`src/ppm_pkg.sv`:
```
// constants for the port pin mode and alternate function block
`default_nettype none
package ppm_pkg;

  // =====================================================
  // register addresses
  localparam logic [7:0] PPM_ADDR_P1_MODE_LOW  = 8'hAE;
  localparam logic [7:0] PPM_ADDR_P1_MODE_HIGH = 8'hAF;
  localparam logic [7:0] PPM_ADDR_P3_LATCH     = 8'hB0;
  localparam logic [7:0] PPM_ADDR_P2_MODE_LOW  = 8'hB1;
  localparam logic [7:0] PPM_ADDR_P2_MODE_HIGH = 8'hB2;

  // =====================================================
  // reset values
  localparam logic [7:0] PPM_MODE_RESET  = 8'h00;
  localparam logic [7:0] PPM_LATCH_RESET = 8'hFF;

  // =====================================================
  // pin mode codes and field positions
  localparam logic [1:0] PPM_MODE_PULLUP = 2'h0;
  localparam logic [1:0] PPM_MODE_PUSH   = 2'h1;
  localparam logic [1:0] PPM_MODE_OPEN   = 2'h2;
  localparam logic [1:0] PPM_MODE_INPUT  = 2'h3;
  localparam int PPM_HCR_MEM_BIT = 1;
  localparam int PPM_BIT_RD      = 7;
  localparam int PPM_BIT_WR      = 6;
  localparam int PPM_BIT_T1      = 5;
  localparam int PPM_BIT_T0      = 4;
  localparam int PPM_BIT_EXTERNAL_IRQ_ONE    = 3;
  localparam int PPM_BIT_EXTERNAL_IRQ_ZERO    = 2;
  localparam int PPM_BIT_TX      = 1;
  localparam int PPM_BIT_RX      = 0;

endpackage
`default_nettype wire

```
`src/ppm_port_ctrl.sv`:
```
// port pin mode, port3 latch and alternate function steering
`default_nettype none
`timescale 1ns/100ps
module ppm_port_ctrl
  import ppm_pkg::*;
#(
  parameter int WIDTH = 8
) (
  // clock and reset
  input  wire logic             clk,
  input  wire logic             rst_b,
  // special function register access
  input  wire logic [7:0]       sfr_addr,
  input  wire logic             sfr_wr,
  input  wire logic [7:0]       sfr_wdata,
  input  wire logic             sfr_rd,
  output var  logic [7:0]       sfr_rdata_q,
  output var  logic             sfr_hit_q,
  // core-side data and configuration
  input  wire logic [WIDTH-1:0] port1_data,
  input  wire logic [WIDTH-1:0] port2_data,
  input  wire logic [15:0]      port3_mode_cfg,
  input  wire logic [7:0]       hardware_config_one,
  input  wire logic [WIDTH-1:0] ext_addr_high,
  input  wire logic             ext_rd_strobe_b,
  input  wire logic             ext_wr_strobe_b,
  // timer, interrupt and serial peers
  input  wire logic             timer_one_ext_en,
  input  wire logic             timer_zero_ext_en,
  input  wire logic             irq_one_en,
  input  wire logic             irq_one_edge_mode,
  input  wire logic             irq_zero_en,
  input  wire logic             irq_zero_edge_mode,
  input  wire logic             uart0_mode0,
  input  wire logic             uart0_tx_data,
  input  wire logic             uart0_shift_clk,
  input  wire logic             uart0_rx_drive,
  output var  logic             timer_one_count_input,
  output var  logic             timer_zero_count_input,
  output var  logic             external_irq_one,
  output var  logic             external_irq_zero,
  output var  logic             uart0_rx_pin,
  // pins
  input  wire logic             ext_program_select_pin_b,
  input  wire logic [WIDTH-1:0] port1_pin_in,
  input  wire logic [WIDTH-1:0] port2_pin_in,
  input  wire logic [WIDTH-1:0] port3_pin_in,
  output var  logic [WIDTH-1:0] port1_pin_out_q,
  output var  logic [WIDTH-1:0] port1_pin_oe_q,
  output var  logic [WIDTH-1:0] port1_pull_q,
  output var  logic [WIDTH-1:0] port2_pin_out_q,
  output var  logic [WIDTH-1:0] port2_pin_oe_q,
  output var  logic [WIDTH-1:0] port2_pull_q,
  output var  logic [WIDTH-1:0] port3_pin_out_q,
  output var  logic [WIDTH-1:0] port3_pin_oe_q,
  output var  logic [WIDTH-1:0] port3_pull_q,
  output var  logic [WIDTH-1:0] port1_level_q,
  output var  logic [WIDTH-1:0] port2_level_q
);

  // =====================================================
  // mode and latch registers
  logic [7:0]       p1_mode_low_q;
  logic [7:0]       p1_mode_high_q;
  logic [7:0]       p2_mode_low_q;
  logic [7:0]       p2_mode_high_q;
  logic [WIDTH-1:0] p3_latch_q;

  always_ff @(posedge clk) begin
    if (!rst_b) begin
      p1_mode_low_q  <= PPM_MODE_RESET;
      p1_mode_high_q <= PPM_MODE_RESET;
      p2_mode_low_q  <= PPM_MODE_RESET;
      p2_mode_high_q <= PPM_MODE_RESET;
      p3_latch_q     <= WIDTH'(PPM_LATCH_RESET);
    end else if (sfr_wr) begin
      case (sfr_addr)
        PPM_ADDR_P1_MODE_LOW:  p1_mode_low_q  <= sfr_wdata;
        PPM_ADDR_P1_MODE_HIGH: p1_mode_high_q <= sfr_wdata;
        PPM_ADDR_P2_MODE_LOW:  p2_mode_low_q  <= sfr_wdata;
        PPM_ADDR_P2_MODE_HIGH: p2_mode_high_q <= sfr_wdata;
        PPM_ADDR_P3_LATCH:     p3_latch_q     <= sfr_wdata[WIDTH-1:0];
        default: ;
      endcase
    end
  end

  // =====================================================
  // pin synchronisers
  logic [WIDTH-1:0] p1_meta_q;
  logic [WIDTH-1:0] p2_meta_q;
  logic [WIDTH-1:0] p3_meta_q;
  logic [WIDTH-1:0] p3_sync_q;
  logic [WIDTH-1:0] p3_prev_q;
  logic [1:0]       ea_sync_q;

  // pins are asynchronous; reset values are the idle-high levels
  always_ff @(posedge clk) begin
    if (!rst_b) begin
      p1_meta_q     <= '1;
      p2_meta_q     <= '1;
      p3_meta_q     <= '1;
      port1_level_q <= '1;
      port2_level_q <= '1;
      p3_sync_q     <= '1;
      p3_prev_q     <= '1;
    end else begin
      p1_meta_q     <= port1_pin_in;
      p2_meta_q     <= port2_pin_in;
      p3_meta_q     <= port3_pin_in;
      port1_level_q <= p1_meta_q;
      port2_level_q <= p2_meta_q;
      p3_sync_q     <= p3_meta_q;
      p3_prev_q     <= p3_sync_q;
    end
  end

  // a released program-select pin means internal memory, so reset to high
  always_ff @(posedge clk) begin
    if (!rst_b) begin
      ea_sync_q <= 2'h3;
    end else begin
      ea_sync_q <= {ea_sync_q[0], ext_program_select_pin_b};
    end
  end

  // =====================================================
  // register read path
  logic [7:0] rdata_d;
  logic       hit_d;

  always_comb begin
    hit_d   = 1'b1;
    rdata_d = 8'h00;
    case (sfr_addr)
      PPM_ADDR_P1_MODE_LOW:  rdata_d = p1_mode_low_q;
      PPM_ADDR_P1_MODE_HIGH: rdata_d = p1_mode_high_q;
      PPM_ADDR_P2_MODE_LOW:  rdata_d = p2_mode_low_q;
      PPM_ADDR_P2_MODE_HIGH: rdata_d = p2_mode_high_q;
      PPM_ADDR_P3_LATCH:     rdata_d = 8'(p3_sync_q);
      default:               hit_d   = 1'b0;
    endcase
  end

  always_ff @(posedge clk) begin
    if (!rst_b) begin
      sfr_rdata_q <= 8'h00;
      sfr_hit_q   <= 1'b0;
    end else begin
      sfr_rdata_q <= sfr_rd ? rdata_d : 8'h00;
      sfr_hit_q   <= sfr_rd & hit_d;
    end
  end

  // =====================================================
  // external memory and alternate function values
  logic             ext_mem;
  logic [WIDTH-1:0] p3_alt;
  logic [WIDTH-1:0] p3_data;
  logic [15:0]      p3_mode_eff;

  // program-select pin low or the config bit hands ports to external memory
  assign ext_mem = ~ea_sync_q[1] | hardware_config_one[PPM_HCR_MEM_BIT];

  always_comb begin
    p3_alt = '1;  // inputs-only functions leave the pin released high
    p3_alt[PPM_BIT_RD] = ext_rd_strobe_b;
    p3_alt[PPM_BIT_WR] = ext_wr_strobe_b;
    p3_alt[PPM_BIT_TX] = uart0_mode0 ? uart0_shift_clk : uart0_tx_data;
    p3_alt[PPM_BIT_RX] = uart0_mode0 ? uart0_rx_drive : 1'b1;
    // latch zero pins the output low, latch one lets the function through
    p3_data = p3_latch_q & p3_alt;
    p3_mode_eff = port3_mode_cfg;
    if (ext_mem) begin
      // strobes bypass the latch and the configured modes
      p3_data[PPM_BIT_RD] = ext_rd_strobe_b;
      p3_data[PPM_BIT_WR] = ext_wr_strobe_b;
      p3_mode_eff[2*PPM_BIT_RD +: 2] = PPM_MODE_PUSH;
      p3_mode_eff[2*PPM_BIT_WR +: 2] = PPM_MODE_PUSH;
    end
  end

  // =====================================================
  // per-pin drive decode
  logic [15:0]      p1_mode;
  logic [15:0]      p2_mode;
  logic [WIDTH-1:0] p2_data;
  logic [WIDTH-1:0] p1_oe_d;
  logic [WIDTH-1:0] p1_pull_d;
  logic [WIDTH-1:0] p2_oe_d;
  logic [WIDTH-1:0] p2_pull_d;
  logic [WIDTH-1:0] p3_oe_d;
  logic [WIDTH-1:0] p3_pull_d;

  assign p1_mode = {p1_mode_high_q, p1_mode_low_q};
  assign p2_mode = ext_mem ? {8{PPM_MODE_PUSH}} : {p2_mode_high_q, p2_mode_low_q};
  assign p2_data = ext_mem ? ext_addr_high : port2_data;

  genvar gi;
  generate
    for (gi = 0; gi < WIDTH; gi++) begin : g_pin
      logic [1:0] p1_field;
      logic [1:0] p2_field;
      logic [1:0] p3_field;
      logic       p1_sink;
      logic       p2_sink;
      logic       p3_sink;

      assign p1_field = p1_mode[2*gi +: 2];
      assign p2_field = p2_mode[2*gi +: 2];
      assign p3_field = p3_mode_eff[2*gi +: 2];

      // quasi and open-drain only sink; the weak pull-up is quasi only
      assign p1_sink = (p1_field == PPM_MODE_PULLUP) | (p1_field == PPM_MODE_OPEN);
      assign p2_sink = (p2_field == PPM_MODE_PULLUP) | (p2_field == PPM_MODE_OPEN);
      assign p3_sink = (p3_field == PPM_MODE_PULLUP) | (p3_field == PPM_MODE_OPEN);

      assign p1_oe_d[gi]   = (p1_sink & ~port1_data[gi]) | (p1_field == PPM_MODE_PUSH);
      assign p1_pull_d[gi] = (p1_field == PPM_MODE_PULLUP);
      assign p2_oe_d[gi]   = (p2_sink & ~p2_data[gi]) | (p2_field == PPM_MODE_PUSH);
      assign p2_pull_d[gi] = (p2_field == PPM_MODE_PULLUP);
      assign p3_oe_d[gi]   = (p3_sink & ~p3_data[gi]) | (p3_field == PPM_MODE_PUSH);
      assign p3_pull_d[gi] = (p3_field == PPM_MODE_PULLUP);
    end
  endgenerate

  // input mode keeps oe low so the pin value is never used
  always_ff @(posedge clk) begin
    if (!rst_b) begin
      port1_pin_out_q <= '1;
      port1_pin_oe_q  <= '0;
      port1_pull_q    <= '1;
    end else begin
      port1_pin_out_q <= port1_data;
      port1_pin_oe_q  <= p1_oe_d;
      port1_pull_q    <= p1_pull_d;
    end
  end

  // port2 carries the address byte whenever external memory owns it
  always_ff @(posedge clk) begin
    if (!rst_b) begin
      port2_pin_out_q <= '1;
      port2_pin_oe_q  <= '0;
      port2_pull_q    <= '1;
    end else begin
      port2_pin_out_q <= p2_data;
      port2_pin_oe_q  <= p2_oe_d;
      port2_pull_q    <= p2_pull_d;
    end
  end

  // port3 registers the latch and alternate values after steering
  always_ff @(posedge clk) begin
    if (!rst_b) begin
      port3_pin_out_q <= '1;
      port3_pin_oe_q  <= '0;
      port3_pull_q    <= '1;
    end else begin
      port3_pin_out_q <= p3_data;
      port3_pin_oe_q  <= p3_oe_d;
      port3_pull_q    <= p3_pull_d;
    end
  end

  // =====================================================
  // counter, interrupt and receive inputs
  logic [WIDTH-1:0] p3_fall;

  // edge taken on synchronised levels, one cycle after the second stage
  assign p3_fall = p3_prev_q & ~p3_sync_q;

  always_ff @(posedge clk) begin
    if (!rst_b) begin
      timer_one_count_input  <= 1'b0;
      timer_zero_count_input <= 1'b0;
      external_irq_one       <= 1'b0;
      external_irq_zero      <= 1'b0;
      uart0_rx_pin           <= 1'b1;
    end else begin
      timer_one_count_input  <= timer_one_ext_en & p3_fall[PPM_BIT_T1];
      timer_zero_count_input <= timer_zero_ext_en & p3_fall[PPM_BIT_T0];
      external_irq_one  <= irq_one_en & (irq_one_edge_mode ? p3_fall[PPM_BIT_EXTERNAL_IRQ_ONE]
                                                          : ~p3_sync_q[PPM_BIT_EXTERNAL_IRQ_ONE]);
      external_irq_zero <= irq_zero_en & (irq_zero_edge_mode ? p3_fall[PPM_BIT_EXTERNAL_IRQ_ZERO]
                                                            : ~p3_sync_q[PPM_BIT_EXTERNAL_IRQ_ZERO]);
      uart0_rx_pin      <= p3_sync_q[PPM_BIT_RX];
    end
  end

endmodule
`default_nettype wire

```
`config.mk`:
```
export PLATFORM = sky130hd
export DESIGN_NAME = ppm_port_ctrl
export DESIGN_NICKNAME = d
export VERILOG_FILES = /design/src/ppm_pkg.sv /design/src/ppm_port_ctrl.sv
export SDC_FILE = /design/constraint.sdc
export NUM_CORES = 1
export LEC_CHECK = 0
export BUFFER_PORTS_ARGS = -buffer_cell sky130_fd_sc_hd__buf_2
export CAP_MARGIN = 20
export CORE_MARGIN = 2
export CORE_UTILIZATION = 44
export CTS_BUF_LIST = sky130_fd_sc_hd__clkbuf_16
export DETAILED_ROUTE_END_ITERATION = 10
export GPL_TIMING_DRIVEN = 0
export PLACE_DENSITY = 0.74
export SLEW_MARGIN = 20
export SYNTH_ARGS = -nofsm -noshare
export SYNTH_HDL_FRONTEND = slang
export SYNTH_SLANG_ARGS = --single-unit
```
`constraint.sdc`:
```
create_clock -name clk -period 2.05 [get_ports clk]
set_input_delay 0.41 -clock clk [delete_from_list [all_inputs] [get_ports clk]]
set_output_delay 0.41 -clock clk [all_outputs]
set_load 0.05 [all_outputs]
```
Yosys cells after proc, flatten, opt, wreduce, memory -nomap -nowiden --
Index checks and enable logic that the tools add are counted.
Storage, ports and cells: register bits after elaboration 182, bits of input ports 105, output and inout port bits 102, logic and storage cells 231
Cells by class: equality and inequality tests 53, multiplexer cells 10, bitwise logic cells 108, reduce and logical (&&, ||, !) cells 31
Operators with widths (number):
- $or A1 B1 Y1 | 49
- $eq A2 B1 Y1 const B | 24
- $eq A2 B2 Y1 const B | 24
- $logic_not A2 Y1 | 24
- $eq A8 B8 Y1 const B | 5
- $pmux W8 S5 | 1
- $and A1 B1 Y1 | 29
- $not A1 Y1 | 27
- $mux W16 | 1
- $reduce_and A2 Y1 | 6
- $and A8 B8 Y8 | 1
- $mux W8 | 1
- $and A6 B6 Y6 | 1
- $not A6 Y6 | 1
- $mux W1 | 5
- $reduce_or A5 Y1 | 1
- $mux W4 | 1
- $mux W2 | 1

Logic depth before layout (Yosys ltp) --
Gate-level depths: netlist of the first run.
depth after elaboration 7, mapped depth 6, mapped depth without buffers 4

Worst setup path before layout of the first run --
Ideal clock, no wire load.
kind in2reg, start input sfr_addr[6], end register p3_latch_q[2], setup time 0.129 ns, arrival 1.800 ns, required time 1.921 ns, slack 0.121 ns, cell stages on the path 6, path buffers 2, path through or4b_4 > buf_6 > or4_4 > buf_6 > mux2i_1 > nand2_1
On the way: word-level cells in the longest chain between the ends 2
Ends and longest elaborated chain:
- start: declaration | RTL line ppm_port_ctrl.sv:13 | input wire logic [7:0] sfr_addr,
- $eq A8 B8 Y1 | RTL line ppm_port_ctrl.sv:77 | case (sfr_addr)
- $reduce_and A2 Y1 (no line)
- end signal: assignment | RTL line ppm_port_ctrl.sv:75 | p3_latch_q <= WIDTH'(PPM_LATCH_RESET);
- end signal: assignment | RTL line ppm_port_ctrl.sv:82 | PPM_ADDR_P3_LATCH: p3_latch_q <= sfr_wdata[WIDTH-1:0];
- end: declaration | RTL line ppm_port_ctrl.sv:67 | logic [WIDTH-1:0] p3_latch_q;
Every way passes these cells. A chain may end at the register's enable or synchronous reset.

Final worst setup path of the first run --
start input sfr_addr[6], end register sfr_rdata_q[1]
On the way: word-level cells in the longest chain between the ends 2, elaborated cells between the ends (all ways) 6
Ends and longest elaborated chain:
- $eq A8 B8 Y1 | RTL line ppm_port_ctrl.sv:135 | case (sfr_addr)
- $pmux W8 S5 (*) | RTL line ppm_port_ctrl.sv:135
- end signal: assignment | RTL line ppm_port_ctrl.sv:150 | sfr_rdata_q <= sfr_rd ? rdata_d : 8'h00;
- end: declaration | RTL line ppm_port_ctrl.sv:17 | output var logic [7:0] sfr_rdata_q,
Mark *: on every way between the ends. The rest lies on a longest branch, timed or not.

==> flow_summary.ini, run 1 <==
[status]
status = finished, final reports clean

[setup_path]
slowest_stage = nor3_1
start_kind = input port
cp_max_fo = 8
critPathKind = input port to flop
cp-end-kind = flop
crit_arrival_ps = 2180
cp_cell_sequence = buf_2 > nand4bb_1 > nor3_1 > a22oi_1 > a21oi_1
crit_buf_inv = 1
cp_top_family = simple AND/OR/NAND/NOR gates
required_ps = 2410
max_stage_delay_ps = 850

[die]
rows = 42
start_util_pct = 45.2
core_area_um2 = 13200
die_w_um = 121
ios = 207
die-area_um2 = 14500
fp.dieH_um = 121

[pwr]
p_leak_nw = 3.21
peakVddDrop_mv = 0.689
power.share.clock_pct = 40.5
p_switching_mw = 1.87
comb_power_share_pct = 10.6
totalPowerFinal_mw = 7.47
power_switching_share_pct = 25.0
p_int_mw = 5.60
p_per_area_nw_per_um2 = 966
seq_power_share_pct = 48.9

[drt]
initialDrtViolationCount = 263
antenna_left = 0
route.detailed.drc = 0
wl_met1_mm = 6.32
wl_met2_mm = 7.49
top_layer_used = met4
route.met3.wl_mm = 1.14
via_count = 4789
wire_per_inst_um = 16.0
drt_wl_total_mm = 15.3
drtPass1Iterations = 5
avgViaCountPerCell = 4.99

[timing]
relSlewSlack_pct = 38.2
fmax_ghz = 0.549
finalCriticalPeriod_ps = 1820
worstMarginPinSlew_ps = 920
hold_viol = 0
finClkSkew_ps = 11.7
period_share_pct = 88.9
grt_setup_unrepaired = false
finalSetupViolations = 0
slew_viol_final = 0
hold_slack_ps = 167

[global_route]
grt_pass1_wl_mm = 23.8
grt_pass1_vias = 4818
overflow = 0
track_usage_pct = 21.7
antenna_found_initial = 0
grt_max_degree = 17

[layout]
layoutNonFillerInstCount = 959
final_cell_mix = buf_2 (198), dfxtp_1 (180), nand2b_1 (69)
layout_commonest_cell = buf_2
nNetsFinal = 876
area_growth_pct = 29.3
layout-drive-gt1-share_pct = 29.5
fill_cells = 1166
n_antenna_cell = 0

[yosys]
ys_seq_area_share_pct = 60.2
synthTopCellsByArea = dfxtp_1 (60%), mux2i_1 (8.7%), nand2b_1 (7.2%)
yosys_register_bits = 180
yosys.area.top_type = dfxtp_1
yosys.area.top_type_share_pct = 60.2
yosysWarnings = 0
syn-num-nets = 660
syn_area_um2 = 5980
ys_types = 36
synth_cells = 555
post_synth.cell_area_avg_um2 = 10.8

[clock_network]
cts.sinks = 180
holdBufCountCts = 0
htreeDepth = 4
clock_path_buffers = 2
cts_tree = done
cts-root-buf = clkbuf_16
clock_latency_ps = 430
cts_resized = 0
cts-buffers-inserted = 17
post_cts_buffers = 0
clk_pin_slew_worst_paths_ps = 60

[place]
placed_cells = 928
port_buffers = 197
gp_congestion = 0.922
hpwl_mm = 11.5

[worst_hold_path]
min_path_type = input port to flop

[run]
max_cap_violations = 0
[power by group through the flow]
stage	logic, mW	registers [mW]	clock network, mW
final	0.793	3.65	3.03
after global routing	0.844	3.66	3.23
after CTS	0.797	3.65	3.09
after detailed placement	0.796	3.73	0
after global placement	0.784	3.73	0
after floorplan	0.203	4.04	0
[through the flow]
step	util, %	TNS (ps)	cell area [µm²]	setup slack (ps)
after floorplan	-	0	5980	121
after global placement	54.3	-1590	7190	-128
after detailed placement	54.3	-2530	7190	-147
after CTS	58.4	0	7740	296
after global routing	58.4	0	7740	67.4
final	58.4	0	7740	229
[cell usage after synthesis]
master     number
a211oi_1        1
a21boi_0       10
a21oi_1         5
a222oi_1        3
a22oi_1         5
and2_1         12
buf_1           3
buf_2           1
buf_4           1
buf_6           2
clkbuf_1       26
dfxtp_1       180
inv_1           4
mux2_2          1
mux2i_1        52
nand2_1        59
nand2b_1       69
nand3_1        25
nand4_1         1
nand4bb_1       1
nor2_1          8
nor2b_1        20
nor3_1          1
nor3_4          1
nor3b_1         2
nor4_4          2
nor4b_1         1
o211a_1         2
o211ai_1        1
o21a_1          8
o21ai_0        27
o2bb2ai_1       8
o31ai_1        10
or3_1           1
or4_4           1
or4b_4          1
[cell families after synthesis]
logic type | count (synthesis) | synth area share [%]
AOI/OAI and AO/OA | 80 | 9.08
buffers and inverters | 37 | 2.66
DFF | 180 | 60.2
muxes | 53 | 8.89
and+or+nand+nor | 205 | 19.1
[metal layers]
layer	GRT usage (%)	vias to the layer above
met3	6.46	30
met5	0	-
li1	-	2310
met2	36.1	190
met1	25.9	2259
met4	9.52	0
[cell type report]
class | instances | area [µm²] | area share, %
well taps | 176 | 220 | 2.85
flip-flops and latches | 180 | 3600 | 46.6
plain buffers | 33 | 144 | 1.86
multi-input cells | 338 | 2220 | 28.7
clock inverters | 14 | 123 | 1.58
clock buffers | 17 | 425 | 5.50
repair buffers | 197 | 986 | 12.7
inverters | 4 | 15.0 | 0.194
[worst paths after layout]
kind	depth (start not counted)	to	startpoint	slack, ps
worst max-delay path	5	sfr_rdata_q[1]	sfr_addr[6]	230
worst min register to register	1	p3_sync_q[2]	p3_meta_q[2]	410
worst max register to register	4	port2_pull_q[2]	ea_sync_q[1]	470
worst min-delay path	2	p2_meta_q[5]	port2_pin_in[5]	170
[worst register-to-register path, delay by kind of cell (launching register included)]
family                 cells  cell delay [ps]
DFF                        1              330
buffers and inverters      2              920
and+or+nand+nor            1               70
AOI/OAI and AO/OA          1              120
Power figures use the tool's default switching activity.
==> run 2, diff against run 1 <==
- CELL_PAD_IN_SITES_DETAIL_PLACEMENT: not set -> 0
- CELL_PAD_IN_SITES_GLOBAL_PLACEMENT: not set -> 1
- CORE_UTILIZATION: 44 -> 34
- PLACE_DENSITY: 0.74 -> not set
- PLACE_DENSITY_LB_ADDON: not set -> 0.1
==> flow_summary.ini, run 2 (same netlist as run 1, synthesis figures left out) <==
[global_route]
grt_pass1_wl_mm = 24.9
track_usage_pct = 18.0
grt_max_degree = 19
overflow = 0
grt_pass1_vias = 4629
antenna_found_initial = 0

[worst_hold_path]
min_path_type = input port to flop

[layout]
n_antenna_cell = 0
final_cell_mix = buf_2 (198), dfxtp_1 (180), nand2b_1 (69)
area_growth_pct = 31.1
layoutNonFillerInstCount = 1009
layout_commonest_cell = buf_2
utilization_pct = 45.5
nNetsFinal = 876
layout-drive-gt1-share_pct = 30.5

[status]
status = finished, final reports clean

[setup_path]
crit_arrival_ps = 2200
required_ps = 2350
cp_max_fo = 10
cp-end-kind = flop
start_kind = input port
critPathKind = input port to flop

[die]
fp.dieH_um = 137
rows = 48
ios = 207
die_w_um = 137
start_util_pct = 34.7
core_area_um2 = 17200
die-area_um2 = 18700

[timing]
finalSetupViolations = 0
finClkSkew_ps = 6.18
fmax_ghz = 0.525
period_share_pct = 92.9
relSlewSlack_pct = 38.2
slew_viol_final = 0
hold_viol = 0
grt_setup_unrepaired = false
finalCriticalPeriod_ps = 1900
worst_slack_ps = 146
worstMarginPinSlew_ps = 920

[run]
max_cap_violations = 0

[place]
port_buffers = 197
gp_congestion = 0.864
placed_cells = 977
hpwl_mm = 12.2
place_ws_ps = -287

[drt]
initialDrtViolationCount = 228
wire_per_inst_um = 16.1
route.detailed.drc = 0
avgViaCountPerCell = 4.61
via_count = 4654
antenna_left = 0
drtPass1Iterations = 4
drt_wl_total_mm = 16.3

[clock_network]
clk_pin_slew_worst_paths_ps = 70
cts-root-buf = clkbuf_16
cts.sinks = 180
holdBufCountCts = 0
cts-buffers-inserted = 17
htreeDepth = 4
clock_latency_ps = 430
post_cts_buffers = 0
cts_tree = done
clock_path_buffers = 2
cts_resized = 0

[pwr]
power_switching_share_pct = 27.3
p_per_area_nw_per_um2 = 979
power.share.clock_pct = 42.2
peakVddDrop_mv = 0.582
seq_power_share_pct = 47.5
p_switching_mw = 2.10
p_leak_nw = 3.23
comb_power_share_pct = 10.3
p_int_mw = 5.58
totalPowerFinal_mw = 7.68
-- run 2: changes by cell type in the layout (fill, tap and decap cells not counted), sizes merged --
cell / change
bufinv: -1
clkinv: -2
clkinvlp: -1
inv: +5
-- run 2: worst max-delay path, stage by stage --
cell	delay, ps
buf_2	130
or4b_4	520
buf_6	160
nor4_4	470
clkbuf_1	350
o21ai_0	160
-- run 2: cell type report --
type / instances / area [µm²]
buffer: 33 / 144
clock buffer: 17 / 425
clock inverter: 15 / 165
fill: 1751 / 9400
inverter: 4 / 15.0
multi-input combinational: 338 / 2220
sequential: 180 / 3600
tap: 225 / 282
timing repair buffer: 197 / 986
-- run 2: path summary, 6_finish.rpt --
check             cells after the start  slack (ps)            start                 end
setup / recovery                      6         150      sfr_addr[3]   p2_mode_high_q[2]
hold / removal                        2         160  port2_pin_in[6]        p2_meta_q[6]
setup reg to reg                      5         600     ea_sync_q[1]  port2_pin_out_q[6]
hold reg to reg                       1         400     p1_meta_q[4]    port1_level_q[4]
-- run 2: metrics by stage --
stage	hold slack (ps)	TNS, ps	instance area [µm²]
final	157	0	7840
after detailed placement	391	-5710	7250
after CTS	140	0	7840
after global placement	389	-3920	7250
after global routing	148	0	7840
after floorplan	386	0	5980
-- run 2: power by group through the flow --
stage	clock network, mW	logic (mW)	registers [mW]
global placement	0	0.795	3.73
global route	3.47	0.853	3.66
detailed placement	0	0.802	3.73
finish	3.24	0.793	3.65
CTS	3.33	0.804	3.65
floorplan	0	0.203	4.04
-- run 2: layer usage --
metal	up-vias	wire [µm]	global-route usage (%)
met2	164	7250	28.0
met3	19	1290	5.74
met1	2168	7470	23.4
met4	0	265	6.42
li1	2303	-	-
met5	-	0	0
